File: config.mk
export PLATFORM = sky130hd
export DESIGN_NAME = ir_codec
export DESIGN_NICKNAME = d
export VERILOG_FILES = /design/src/logic/ir_codec_pkg.sv /design/src/logic/ir_codec.sv /design/src/logic/sample_tick_gen.sv /design/src/logic/sat_counter.sv
export SDC_FILE = /design/constraint.sdc
export NUM_CORES = 1
export LEC_CHECK = 0
export BUFFER_PORTS_ARGS = -buffer_cell sky130_fd_sc_hd__buf_4
export CAP_MARGIN = 20
export CORE_MARGIN = 2
export CORE_UTILIZATION = 30
export CTS_CLUSTER_DIAMETER = 60
export CTS_CLUSTER_SIZE = 28
export DETAILED_ROUTE_END_ITERATION = 10
export GPL_ROUTABILITY_DRIVEN = 1
export PLACE_DENSITY_LB_ADDON = 0.15
export SLEW_MARGIN = 40
export SYNTH_ARGS = -nofsm -noshare
export SYNTH_HDL_FRONTEND = slang
export SYNTH_SLANG_ARGS = --single-unit
File: constraint.sdc
create_clock -name CLK -period 5.4 [get_ports CLK]
set_input_delay 1.08 -clock CLK [delete_from_list [all_inputs] [get_ports CLK]]
set_output_delay 1.08 -clock CLK [all_outputs]
set_load 0.005 [all_outputs]
File: src/logic/ir_codec_pkg.sv
// How it works
// - a transmit entry carries the output level in bit 7 and its length in sample periods in bits 6..0.
// - the upper byte of the carrier rising-edge count caught at receive time-out reads at index D.
// - the lower byte of that same caught count reads at index E.
// - the full carrier count is the upper byte times 256 plus the lower byte.
// - the count is published at time-out on its own, with a ready pulse and no request needed.
// - the receiver totals the time the envelope is high so software can divide count by time.
// - the state view at index F is read-only, bits 7 and 3 read zero, and it resets to zero.
// - view bit 4 is 1 while the decoder waits for a high level and 0 while receiving.
// - view bit 2 is 1 while the encoder is idle and 0 while transmitting.
// - view bit 0 is the driven level, bit 1 the entry read state, bits 6 and 5 decoder over and continuing.
// - writes at index F land in a write-only threshold that resets to zero; reads there give the view.
// - the threshold is the shortest expected burst length in sample periods.
// - a two-bit select picks the sample period: 1 us, 25 us, 50 us or 100 us.
// - a burst shorter than the threshold sets the short-burst flag; a longer one leaves it clear.
package ir_codec_pkg;
    localparam int CLK_MHZ = 25;
    localparam int PERIOD_US_0 = 1;
    localparam int PERIOD_US_1 = 25;
    localparam int PERIOD_US_2 = 50;
    localparam int PERIOD_US_3 = 100;
    localparam logic [11:0] PERIOD_CYC_0 = 12'(PERIOD_US_0 * CLK_MHZ);
    localparam logic [11:0] PERIOD_CYC_1 = 12'(PERIOD_US_1 * CLK_MHZ);
    localparam logic [11:0] PERIOD_CYC_2 = 12'(PERIOD_US_2 * CLK_MHZ);
    localparam logic [11:0] PERIOD_CYC_3 = 12'(PERIOD_US_3 * CLK_MHZ);
    // envelope-low periods that end a reception
    localparam logic [7:0] RX_TIMEOUT_PERIODS = 8'h08;
    // register indices, byte address is four times the index
    localparam logic [4:0] IDX_CTRL = 5'h00;
    localparam logic [4:0] IDX_STATUS = 5'h01;
    localparam logic [4:0] IDX_EDGE_UPPER = 5'h0D;
    localparam logic [4:0] IDX_EDGE_LOWER = 5'h0E;
    localparam logic [4:0] IDX_VIEW_THRESH = 5'h0F;
    localparam logic [4:0] IDX_TX_ENTRY = 5'h10;
    localparam logic [4:0] IDX_ENV_LOWER = 5'h11;
    localparam logic [4:0] IDX_ENV_UPPER = 5'h12;
    // field positions
    localparam int ENTRY_LEVEL_BIT = 7;
    localparam int CTRL_RXEN_BIT = 4;
    localparam int STATUS_SHORT_BIT = 3;
    localparam int VIEW_DEC_OVER = 6;
    localparam int VIEW_DEC_CONT = 5;
    localparam int VIEW_DEC_WAIT = 4;
    localparam int VIEW_ENC_IDLE = 2;
    localparam int VIEW_ENC_READ = 1;
    localparam int VIEW_ENC_LEVEL = 0;
    localparam logic [7:0] VIEW_RESERVED_MASK = 8'h88;
    // reset values, then bus response codes
    localparam logic [7:0] CTRL_RESET = 8'h00;
    localparam logic [7:0] VIEW_RESET = 8'h00;
    localparam logic [7:0] THRESH_RESET = 8'h00;
    localparam logic [1:0] RESP_OKAY = 2'h0;
    localparam logic [1:0] RESP_SLVERR = 2'h2;
    typedef enum logic [2:0] {
        DEC_WAIT_H = 3'h1,
        DEC_CONT = 3'h2,
        DEC_OVER = 3'h4
    } dec_state_t;
    typedef enum logic [2:0] {
        ENC_IDLE = 3'h1,
        ENC_READ = 3'h2,
        ENC_LEVEL = 3'h4
    } enc_state_t;
endpackage : ir_codec_pkg

File: src/logic/ir_codec.sv
// Local design decision: the AXI4-Lite interface to the registers.
`timescale 1ns/1ps
`default_nettype none
module ir_codec
    import ir_codec_pkg::*;
(
    // clock, reset, enable
    input wire logic CLK,
    input wire logic NRST,
    input wire logic CE,
    // axi4-lite write
    input wire logic [31:0] AWADDR,
    input wire logic AWVALID,
    output logic AWREADY,
    input wire logic [31:0] WDATA,
    input wire logic [3:0] WSTRB,
    input wire logic WVALID,
    output logic WREADY,
    output logic [1:0] BRESP,
    output logic BVALID,
    input wire logic BREADY,
    // axi4-lite read
    input wire logic [31:0] ARADDR,
    input wire logic ARVALID,
    output logic ARREADY,
    output logic [31:0] RDATA,
    output logic [1:0] RRESP,
    output logic RVALID,
    input wire logic RREADY,
    // infrared link
    input wire logic RX_ENVELOPE,
    input wire logic RX_CARRIER,
    output logic TX_OUT,
    output logic COUNT_READY
);
    import ir_codec_pkg::*;

    logic aw_have_q, w_have_q, aw_ok_q, w_lane_q;
    logic [4:0] aw_idx_q;
    logic [7:0] w_data_q;
    logic [7:0] ctrl_q, thresh_q, entry_q, view_q, edge_upper_q, edge_lower_q;
    logic short_flag_q, entry_pend_q, env_q, carrier_q;
    logic [6:0] dur_q, dur_cnt_q;
    logic [15:0] edge_cnt, env_time;
    logic [7:0] burst_len, low_len;
    logic tick;
    dec_state_t dec_q;
    enc_state_t enc_q;

    function automatic logic idx_ok(input logic [31:0] a);
        logic [4:0] i;
        i = a[6:2];
        idx_ok = (a[31:7] == 25'h0) && (i == IDX_CTRL || i == IDX_STATUS
            || i == IDX_EDGE_UPPER || i == IDX_EDGE_LOWER || i == IDX_VIEW_THRESH
            || i == IDX_TX_ENTRY || i == IDX_ENV_LOWER || i == IDX_ENV_UPPER);
    endfunction : idx_ok

    wire aw_take = AWVALID && AWREADY;
    wire w_take = WVALID && WREADY;
    wire do_wr = aw_have_q && w_have_q && !BVALID;
    wire wr_en = do_wr && aw_ok_q && w_lane_q;
    wire ar_take = ARVALID && ARREADY;

    // write channel: address and data in either order
    always_ff @(posedge CLK or negedge NRST) begin
        if (!NRST) begin
            aw_have_q <= 1'b0;
            aw_ok_q <= 1'b0;
            aw_idx_q <= 5'h00;
            AWREADY <= 1'b0;
        end else if (CE) begin
            if (aw_take) begin
                aw_have_q <= 1'b1;
                aw_ok_q <= idx_ok(AWADDR);
                aw_idx_q <= AWADDR[6:2];
                AWREADY <= 1'b0;
            end else if (do_wr) begin
                aw_have_q <= 1'b0;
            end else if (!aw_have_q && !BVALID) begin
                AWREADY <= 1'b1;
            end
        end
    end

    always_ff @(posedge CLK or negedge NRST) begin
        if (!NRST) begin
            w_have_q <= 1'b0;
            w_lane_q <= 1'b0;
            w_data_q <= 8'h00;
            WREADY <= 1'b0;
        end else if (CE) begin
            if (w_take) begin
                w_have_q <= 1'b1;
                w_lane_q <= WSTRB[0];
                w_data_q <= WDATA[7:0];
                WREADY <= 1'b0;
            end else if (do_wr) begin
                w_have_q <= 1'b0;
            end else if (!w_have_q && !BVALID) begin
                WREADY <= 1'b1;
            end
        end
    end

    always_ff @(posedge CLK or negedge NRST) begin
        if (!NRST) begin
            BVALID <= 1'b0;
            BRESP <= RESP_OKAY;
        end else if (CE) begin
            if (do_wr) begin
                BVALID <= 1'b1;
                BRESP <= aw_ok_q ? RESP_OKAY : RESP_SLVERR;
            end else if (BREADY) begin
                BVALID <= 1'b0;
            end
        end
    end

    // read channel
    always_ff @(posedge CLK or negedge NRST) begin
        if (!NRST) begin
            ARREADY <= 1'b0;
            RVALID <= 1'b0;
            RDATA <= 32'h0000_0000;
            RRESP <= RESP_OKAY;
        end else if (CE) begin
            if (ar_take) begin
                ARREADY <= 1'b0;
                RVALID <= 1'b1;
                RRESP <= idx_ok(ARADDR) ? RESP_OKAY : RESP_SLVERR;
                case (ARADDR[31:2])
                    30'(IDX_CTRL): RDATA <= {24'h00_0000, ctrl_q};
                    30'(IDX_STATUS): RDATA <= 32'(short_flag_q) << STATUS_SHORT_BIT;
                    30'(IDX_EDGE_UPPER): RDATA <= {24'h00_0000, edge_upper_q};
                    30'(IDX_EDGE_LOWER): RDATA <= {24'h00_0000, edge_lower_q};
                    30'(IDX_VIEW_THRESH): RDATA <= {24'h00_0000, view_q};
                    30'(IDX_TX_ENTRY): RDATA <= {24'h00_0000, entry_q};
                    30'(IDX_ENV_LOWER): RDATA <= {24'h00_0000, env_time[7:0]};
                    30'(IDX_ENV_UPPER): RDATA <= {24'h00_0000, env_time[15:8]};
                    default: RDATA <= 32'h0000_0000;
                endcase
            end else if (RVALID && RREADY) begin
                RVALID <= 1'b0;
            end else if (!RVALID) begin
                ARREADY <= 1'b1;
            end
        end
    end

    // software registers
    always_ff @(posedge CLK or negedge NRST) begin
        if (!NRST) begin
            ctrl_q <= CTRL_RESET;
            thresh_q <= THRESH_RESET;
        end else if (CE && wr_en) begin
            if (aw_idx_q == IDX_CTRL) begin
                ctrl_q <= w_data_q;
            end
            if (aw_idx_q == IDX_VIEW_THRESH) begin
                thresh_q <= w_data_q;
            end
        end
    end

    wire rx_start = dec_q == DEC_WAIT_H && ctrl_q[CTRL_RXEN_BIT] && RX_ENVELOPE;
    wire in_rx = dec_q == DEC_CONT;
    wire env_fall = in_rx && env_q && !RX_ENVELOPE;
    wire burst_short = env_fall && burst_len < thresh_q;
    wire rx_timeout = in_rx && !RX_ENVELOPE && low_len >= RX_TIMEOUT_PERIODS;

    sample_tick_gen u_tick (
        .clk(CLK),
        .nrst(NRST),
        .ce(CE),
        .sel(ctrl_q[1:0]),
        .tick(tick)
    );

    sat_counter #(.W(16)) u_edges (
        .clk(CLK),
        .nrst(NRST),
        .ce(CE),
        .clr(rx_start),
        .inc(in_rx && RX_CARRIER && !carrier_q),
        .count(edge_cnt)
    );

    sat_counter #(.W(16)) u_env_time (
        .clk(CLK),
        .nrst(NRST),
        .ce(CE),
        .clr(rx_start),
        .inc(in_rx && RX_ENVELOPE && tick),
        .count(env_time)
    );

    sat_counter #(.W(8)) u_burst (
        .clk(CLK),
        .nrst(NRST),
        .ce(CE),
        .clr(rx_start || env_fall),
        .inc(in_rx && RX_ENVELOPE && tick),
        .count(burst_len)
    );

    sat_counter #(.W(8)) u_low (
        .clk(CLK),
        .nrst(NRST),
        .ce(CE),
        .clr(!in_rx || RX_ENVELOPE),
        .inc(tick),
        .count(low_len)
    );

    // decoder
    always_ff @(posedge CLK or negedge NRST) begin
        if (!NRST) begin
            dec_q <= DEC_WAIT_H;
            env_q <= 1'b0;
            carrier_q <= 1'b0;
            edge_upper_q <= 8'h00;
            edge_lower_q <= 8'h00;
            COUNT_READY <= 1'b0;
        end else if (CE) begin
            env_q <= RX_ENVELOPE;
            carrier_q <= RX_CARRIER;
            COUNT_READY <= rx_timeout;
            case (dec_q)
                DEC_WAIT_H: if (rx_start) dec_q <= DEC_CONT;
                DEC_CONT: if (rx_timeout) begin
                    dec_q <= DEC_OVER;
                    edge_upper_q <= edge_cnt[15:8];
                    edge_lower_q <= edge_cnt[7:0];
                end
                DEC_OVER: dec_q <= DEC_WAIT_H;
                default: dec_q <= DEC_WAIT_H;
            endcase
        end
    end

    // short-burst flag, a new short burst beats a clear in the same cycle
    always_ff @(posedge CLK or negedge NRST) begin
        if (!NRST) begin
            short_flag_q <= 1'b0;
        end else if (CE) begin
            if (burst_short) begin
                short_flag_q <= 1'b1;
            end else if (wr_en && aw_idx_q == IDX_STATUS && w_data_q[STATUS_SHORT_BIT]) begin
                short_flag_q <= 1'b0;
            end
        end
    end

    // encoder: one pending entry, no queue
    always_ff @(posedge CLK or negedge NRST) begin
        if (!NRST) begin
            enc_q <= ENC_IDLE;
            entry_q <= 8'h00;
            entry_pend_q <= 1'b0;
            dur_q <= 7'h00;
            dur_cnt_q <= 7'h00;
            TX_OUT <= 1'b0;
        end else if (CE) begin
            if (wr_en && aw_idx_q == IDX_TX_ENTRY) begin
                entry_q <= w_data_q;
                // landing as the idle encoder takes the entry: it is taken now, not sent twice
                entry_pend_q <= !(enc_q == ENC_IDLE && entry_pend_q);
            end else if (enc_q == ENC_IDLE && entry_pend_q) begin
                entry_pend_q <= 1'b0;
            end
            case (enc_q)
                ENC_IDLE: if (entry_pend_q) enc_q <= ENC_READ;
                ENC_READ: begin
                    TX_OUT <= entry_q[ENTRY_LEVEL_BIT];
                    dur_q <= entry_q[6:0];
                    dur_cnt_q <= 7'h00;
                    enc_q <= ENC_LEVEL;
                end
                ENC_LEVEL: begin
                    if (dur_cnt_q >= dur_q) begin
                        enc_q <= ENC_IDLE;
                        TX_OUT <= 1'b0;
                    end else if (tick) begin
                        dur_cnt_q <= dur_cnt_q + 7'h01;
                    end
                end
                default: enc_q <= ENC_IDLE;
            endcase
        end
    end

    // state view, registered so it is zero through reset
    always_ff @(posedge CLK or negedge NRST) begin
        if (!NRST) begin
            view_q <= VIEW_RESET;
        end else if (CE) begin
            view_q <= 8'h00;
            view_q[VIEW_DEC_OVER] <= dec_q == DEC_OVER;
            view_q[VIEW_DEC_CONT] <= dec_q == DEC_CONT;
            view_q[VIEW_DEC_WAIT] <= dec_q == DEC_WAIT_H;
            view_q[VIEW_ENC_IDLE] <= enc_q == ENC_IDLE;
            view_q[VIEW_ENC_READ] <= enc_q == ENC_READ;
            view_q[VIEW_ENC_LEVEL] <= TX_OUT;
        end
    end
endmodule : ir_codec
`default_nettype wire

File: src/logic/sample_tick_gen.sv
`timescale 1ns/1ps
`default_nettype none
module sample_tick_gen
    import ir_codec_pkg::*;
(
    input wire logic clk,
    input wire logic nrst,
    input wire logic ce,
    input wire logic [1:0] sel,
    output logic tick
);
    logic [11:0] cnt_q;
    logic [11:0] limit;

    always_comb begin
        case (sel)
            2'h0: limit = PERIOD_CYC_0;
            2'h1: limit = PERIOD_CYC_1;
            2'h2: limit = PERIOD_CYC_2;
            default: limit = PERIOD_CYC_3;
        endcase
    end

    always_ff @(posedge clk or negedge nrst) begin
        if (!nrst) begin
            cnt_q <= 12'h000;
            tick <= 1'b0;
        end else if (ce) begin
            // a period change just shortens or stretches the current period
            if (cnt_q + 12'h001 >= limit) begin
                cnt_q <= 12'h000;
                tick <= 1'b1;
            end else begin
                cnt_q <= cnt_q + 12'h001;
                tick <= 1'b0;
            end
        end
    end
endmodule : sample_tick_gen
`default_nettype wire

File: src/logic/sat_counter.sv
`timescale 1ns/1ps
`default_nettype none
module sat_counter #(
    parameter int W = 16
) (
    input wire logic clk,
    input wire logic nrst,
    input wire logic ce,
    input wire logic clr,
    input wire logic inc,
    output logic [W-1:0] count
);
    // saturates rather than wraps, so an overlong burst still reads large
    always_ff @(posedge clk or negedge nrst) begin
        if (!nrst) begin
            count <= '0;
        end else if (ce) begin
            if (clr) begin
                count <= '0;
            end else if (inc && count != {W{1'b1}}) begin
                count <= count + 1'b1;
            end
        end
    end
endmodule : sat_counter
`default_nettype wire
# --- Yosys cells after proc, flatten, opt, wreduce, memory -nomap -nowiden ---
# Index checks and enable logic that the tools add are counted.
classes:
  n_eq_ne: 46
  multipliers: 0
  shift: 0
  bitwise_logic: 0
  div: 0
  mux: 45
  n_reduce_logical: 101
  magnitude_cmp: 4
  add_sub_neg: 6
op_table:
  columns: ["op", "count"]
  rows:
  - ["equality test 30 x 4 -> 1 bit (second input constant)", 3]
  - ["equality test 30 x 5 -> 1 bit (second input constant)", 3]
  - ["two-way mux 16 bit", 4]
  - ["one-hot mux 8 bit (8 select lines)", 1]
  - ["logical NOT 25 bit", 2]
  - ["one-hot mux 12 bit (3 select lines)", 1]
  - ["AND reduction 2 bit", 18]
  - ["equality test 5 x 4 -> 1 bit (second input constant)", 7]
  - ["equality test 5 bit (second input constant)", 7]
  - ["adder 16 x 1 -> 16 bit (second input constant)", 2]
  - ["logical AND 1 bit", 32]
  - ["two-way mux 8 bit", 4]
  - ["inequality test 16 bit (second input constant)", 2]
  - ["equality test 30 x 1 -> 1 bit (second input constant)", 1]
  - ["logical NOT 30 bit", 1]
  - ["nonzero test 2 bit", 13]
  - ["two-way mux 1 bit", 22]
  - ["AND reduction 3 bit", 7]
  - ["adder 8 x 1 -> 8 bit (second input constant)", 2]
  - ["logical OR 1 bit", 16]
  - ["inequality test 8 bit (second input constant)", 2]
  - ["equality test 5 x 1 -> 1 bit (second input constant)", 3]
  - ["logical NOT 5 bit", 3]
  - ["two-way mux 7 bit", 2]
  - ["23 further kinds", 44]
word_totals:
  wordCells: 238
  mem_count: 0
  rom_bits: 0
  latchBits: 0
  ramBits: 0
  ff_bits: 191

# --- Logic depth before layout (Yosys ltp) ---
depth:
  word_depth: 10
  ltp_mapped: 12
  mapped_depth_nobuf: 11

# --- Modules after synthesis ---
# From an unflattened synthesis, not the netlist that was laid out.
hier_totals:
  hier_cells: 958
  hier_area_um2: 9577.9
modules_own_cells:
  columns: ["mod", "seq_area_each_um2", "n_inst", "area_each_um2", "cells_per_inst"]
  rows:
  - ["ir_codec", 2605.0, 1, 5407.7, 505]
  - ["sat_counter at u_edges ...", 400.4, 2, 1042.2, 119]
  - ["sample_tick_gen", 325.3, 1, 1067.3, 107]
  - ["sat_counter at u_burst ...", 200.2, 2, 509.2, 54]

# --- Worst setup path after synthesis ---
# No wires, ideal clock.
synth_timing:
  kind: "register to register"
  start: "reg u_tick.cnt_q[2]"
  end: "reg u_tick.cnt_q[1]"
  t_arrival_ns: 2.794
  path_stages_with_launch: 12
  setup_time_ns: 0.079
  setup_slack_ns: 2.527
  required_time_ns: 5.321
  n_path_buf: 0
  cell_sequence: "dfrtp_1 > nand3_1 > nor2_1 > nand3_1 > nor3_1 > xor2_1 > ha_1 > a21o_1 > a21o_1 > a211oi_1 > o21ai_0 > o2bb2ai_1"
synth_via:
  elab_chain_cells: 3
synth_lines:
  columns: ["element", "line", "text"]
  rows:
  - ["start, declared", "sample_tick_gen.sv:12", "logic [11:0] cnt_q;"]
  - ["start signal, assigned", "sample_tick_gen.sv:34", "cnt_q <= cnt_q + 12'h001;"]
  - ["adder 12 x 1 -> 12 bit", "sample_tick_gen.sv:30", "if (cnt_q + 12'h001 >= limit) begin"]
  - ["greater-or-equal comparator 12 bit", "sample_tick_gen.sv:30", null]
  - ["two-way mux 12 bit", "sample_tick_gen.sv:30", null]
# No other way between the ends.
# A chain may end at the register's enable or synchronous reset.

# --- Worst setup path in the final report ---
layout_timing:
  start: "in CE"
  end: "reg thresh_q[1]"
layout_via:
  elab_chain_cells: 2
layout_lines:
  columns: ["element", "line", "text"]
  rows:
  - ["start, declared", "ir_codec.sv:10", "input wire logic CE,"]
  - ["logical AND 1 bit", "ir_codec.sv:155", "end else if (CE && wr_en) begin"]
  - ["AND reduction 2 bit (no source line)", null, null]
  - ["end signal, assigned", "ir_codec.sv:160", "thresh_q <= w_data_q;"]
  - ["end, declared", "ir_codec.sv:41", "logic [7:0] ctrl_q, thresh_q, entry_q, view_q, edge_upper_q, edge_lower_q;"]
# No other way between the ends.

==> flow_metrics.tcl <==
set metrics [dict create \
    syn_to_final_growth_pct 19.2 \
    power_density_nw_per_um2 304 \
    ctsResizeCount 0 \
    drt_iter0_markers 376 \
    synth_commonest_cells "163 x dfrtp_1, 74 x nor2_1, 70 x nand2_1" \
    fin_nets 1133 \
    clkSlewWorstSetupHoldPaths_ns 0.06 \
    ys_seq_area_share_pct 47.1 \
    core_area_um2 28700 \
    finalHoldViolCount 0 \
    grt_use_total_pct 14.8 \
    ctsHoldBuffers 0 \
    rsz0062_at_grt "false" \
    swShare_pct 28.6 \
    period_minus_slack_ns 3.00 \
    start_util_pct 30.5 \
    vias 6660 \
    p_comb_share_pct 15.1 \
    die_area_um2 30600 \
    synth_top_area_share_pct 46.5 \
    p_int_mw 2.27 \
    power_frac_seq_pct 48.0 \
    leakage_nw 4.72 \
    synth.most_common_cell "dfrtp_1" \
    fillCellCount 2949 \
    grt-ovfl-total 0 \
    via_per_inst 4.82 \
    io_buffers 95 \
    vdd_drop_max_v 0.000152 \
    fin_setup_tns_ns 0 \
    clockPowerShare_pct 37.0 \
    fin_crit_sh_pct 55.6 \
    syn-cell-area_um2 8760 \
    cts_sinks 165 \
    hold_path_class "flip-flop to flip-flop" \
    slowest_stage "nor4b_1" \
    ys_types 66 \
    avgSynthCellArea_um2 9.89 \
    drv_slew 0 \
    grt_pass1_wl_um 35800 \
    post_drt_wl_per_cell_um 15.6 \
    tightest_slew_ns 0.731 \
    htreeDepth 4 \
    worstSetupPathType "input pin to flip-flop" \
    cap_violations 0 \
    wl_um 21500 \
    switching_power_mw 0.908 \
    antenna_cells 0 \
    synth_area_leader_cell "dfrtp_1" \
    cp_data_required_time_ns 5.71 \
    crit_fanout 40 \
    skew_ns 0.00783 \
    reg2reg_depth 12 \
    synthArstFlopShare_pct 100 \
    synth_edf_count 0 \
    ys_warn_count 0 \
    drive_gt1_share_pct 20.7 \
    cp_cell_sequence "buf_4 -> nand4b_1 -> nor4b_1 -> nand4_1 -> mux2_2" \
    die_w_um 175 \
    endpoint_kind "flip-flop" \
    dp_slack_ns 1.90 \
    cts_tree "built" \
    io_pins 153 \
    cts_inserted_buffers 17 \
    relSlewSlack_pct 50.9 \
    dr.pass1.iters 5 \
    grt_max_degree 103 \
    worst_slack_ns 2.40 \
    ant_nets 0 \
    first_global_vias 6566 \
    antenna_found_initial 0 \
    cpPeakStageDelay_ns 0.50 \
    clock_latency_ns 0.43 \
    cts_buffer_depth 2 \
    outcome "finished clean" \
    startpoint_type "input pin" \
    gpl.final_weighted_congestion 0.779 \
    rows 62 \
    fmax_mhz 333 \
    die_y_um 175 \
    critPathArrivalTime_ns 3.31 \
    hpwlAfterDp_um 15700 \
    clockRootBuffer "clkbuf_16" \
    drcViolationCount 0 \
    hold_depth 2 \
    cts_setup_buffers 0 \
    synth_seq_cells 165 \
    ys.flop_type "dfrtp_1" \
    synth_area_leaders "dfrtp_1 47%, mux2_2 6.9%, ha_1 5.6%, o21ai_0 3.5%, nor2_1 3.2%" \
    finalSetupViolCount 0 \
    netlist_instances 886 \
]
[cell families (layout without fill, tap and decap cells)]
group | after synthesis | in the layout | synth area share (%)
buffers and inverters | 111 | 197 | 5.91
multiplexers | 62 | 62 | 7.85
flip-flops | 165 | 165 | 47.1
XOR/XNOR | 36 | 36 | 3.60
AO/OA/AOI/OAI | 179 | 179 | 13.3
adder cells (fa/ha/maj) | 39 | 39 | 5.57
AND/OR/NAND/NOR | 293 | 293 | 16.5
other | 1 | 26 | 0.0428
[cells in the final DEF (no fill, tap or decap), types with 12 or more instances in the layout]
cell type / netlist / routed
nor2_1: 74 / 73
xnor2_1: 29 / 29
dfrtp_1: 163 / 163
nor3_1: 16 / 15
a21oi_1: 20 / 20
mux2_2: 54 / 54
o21ai_0: 61 / 61
nand2_1: 70 / 70
clkbuf_16: 0 / 17
nand4_1: 16 / 16
ha_1: 39 / 39
a21o_1: 12 / 12
inv_1: 62 / 62
conb_1: 1 / 26
nand3_1: 39 / 38
buf_4: 26 / 101
nor4_1: 17 / 15
[state kept, by name, summed over array words and instances, names as in the netlist, 3 cells and up]
signal and cells:
u_edges.count 16, u_env_time.count 16, u_tick.cnt_q 12, RDATA 8
ctrl_q 8, edge_lower_q 8, edge_upper_q 8, entry_q 8
thresh_q 8, u_burst.count 8, u_low.count 8, w_data_q 8
dur_cnt_q 7, dur_q 7, view_q 6, aw_idx_q 5
dec_q 3, enc_q 3
[layer usage]
layer  vias to the layer above  routed length [µm]  GRT usage (%)
met5                         -                   0              0
met4                         0                 248           4.48
met1                      3181               10800           21.1
li1                       3311                   -              -
met2                       150                9530           22.6
met3                        18                 919           2.85
[power groups by stage]
stage / clock [mW] / combinational (mW) / sequential (mW)
6_report: 1.17 / 0.478 / 1.52
5_1_grt: 1.27 / 0.547 / 1.55
4_1_cts: 1.21 / 0.485 / 1.53
3_5_place_dp: 0 / 0.481 / 1.55
3_3_place_gp: 0 / 0.474 / 1.55
2_1_floorplan: 0 / 0.315 / 1.49
[final cells by class]
| type | count | area, µm² | area share, % |
|---|---|---|---|
| Multi-Input combinational cell | 635 | 4240 | 40.6 |
| Sequential cell | 165 | 4130 | 39.5 |
| Timing Repair Buffer | 103 | 801 | 7.66 |
| Clock buffer | 20 | 437 | 4.18 |
| Clock inverter | 12 | 124 | 1.19 |
| Tap cell | 384 | 480 | 4.60 |
| Inverter | 62 | 233 | 2.23 |
[through the flow]
stage	hold slack (ns)	cell area (µm²)	instances	power [mW]	utilization [%]
floorplan	0.443	8860	911	1.81	-
global placement	0.466	9830	1348	2.02	34.2
detailed placement	0.471	9860	1348	2.03	34.3
CTS	0.485	10400	1380	3.23	36.3
global route	0.518	10400	1381	3.36	36.4
finish	0.481	10400	1381	3.17	36.4
[path summary, 6_finish.rpt]
kind | slack (ns) | end | from
worst max-delay path | 2.40 | thresh_q[1]$_DFFE_PN0P_ | CE
worst min-delay path | 0.48 | edge_upper_q[4]$_DFFE_PN0P_ | edge_upper_q[4]$_DFFE_PN0P_
worst max register to register | 2.43 | u_tick.cnt_q[11]$_DFFE_PN0P_ | u_tick.cnt_q[2]$_DFFE_PN0P_
worst min register to register | 0.48 | edge_upper_q[4]$_DFFE_PN0P_ | edge_upper_q[4]$_DFFE_PN0P_
max in group asynchronous | 3.70 | ctrl_q[3]$_DFFE_PN0P_ | NRST
min in group asynchronous | 0.52 | BRESP[1]$_DFFE_PN0P_ | NRST
[critical path, delay by kind of cell]
family | cells | cell delay, ns
mux | 1 | 0.44
buf+inv | 1 | 0.39
simple gates | 3 | 1.36
Note: power is estimated with default switching activity, not from simulation.
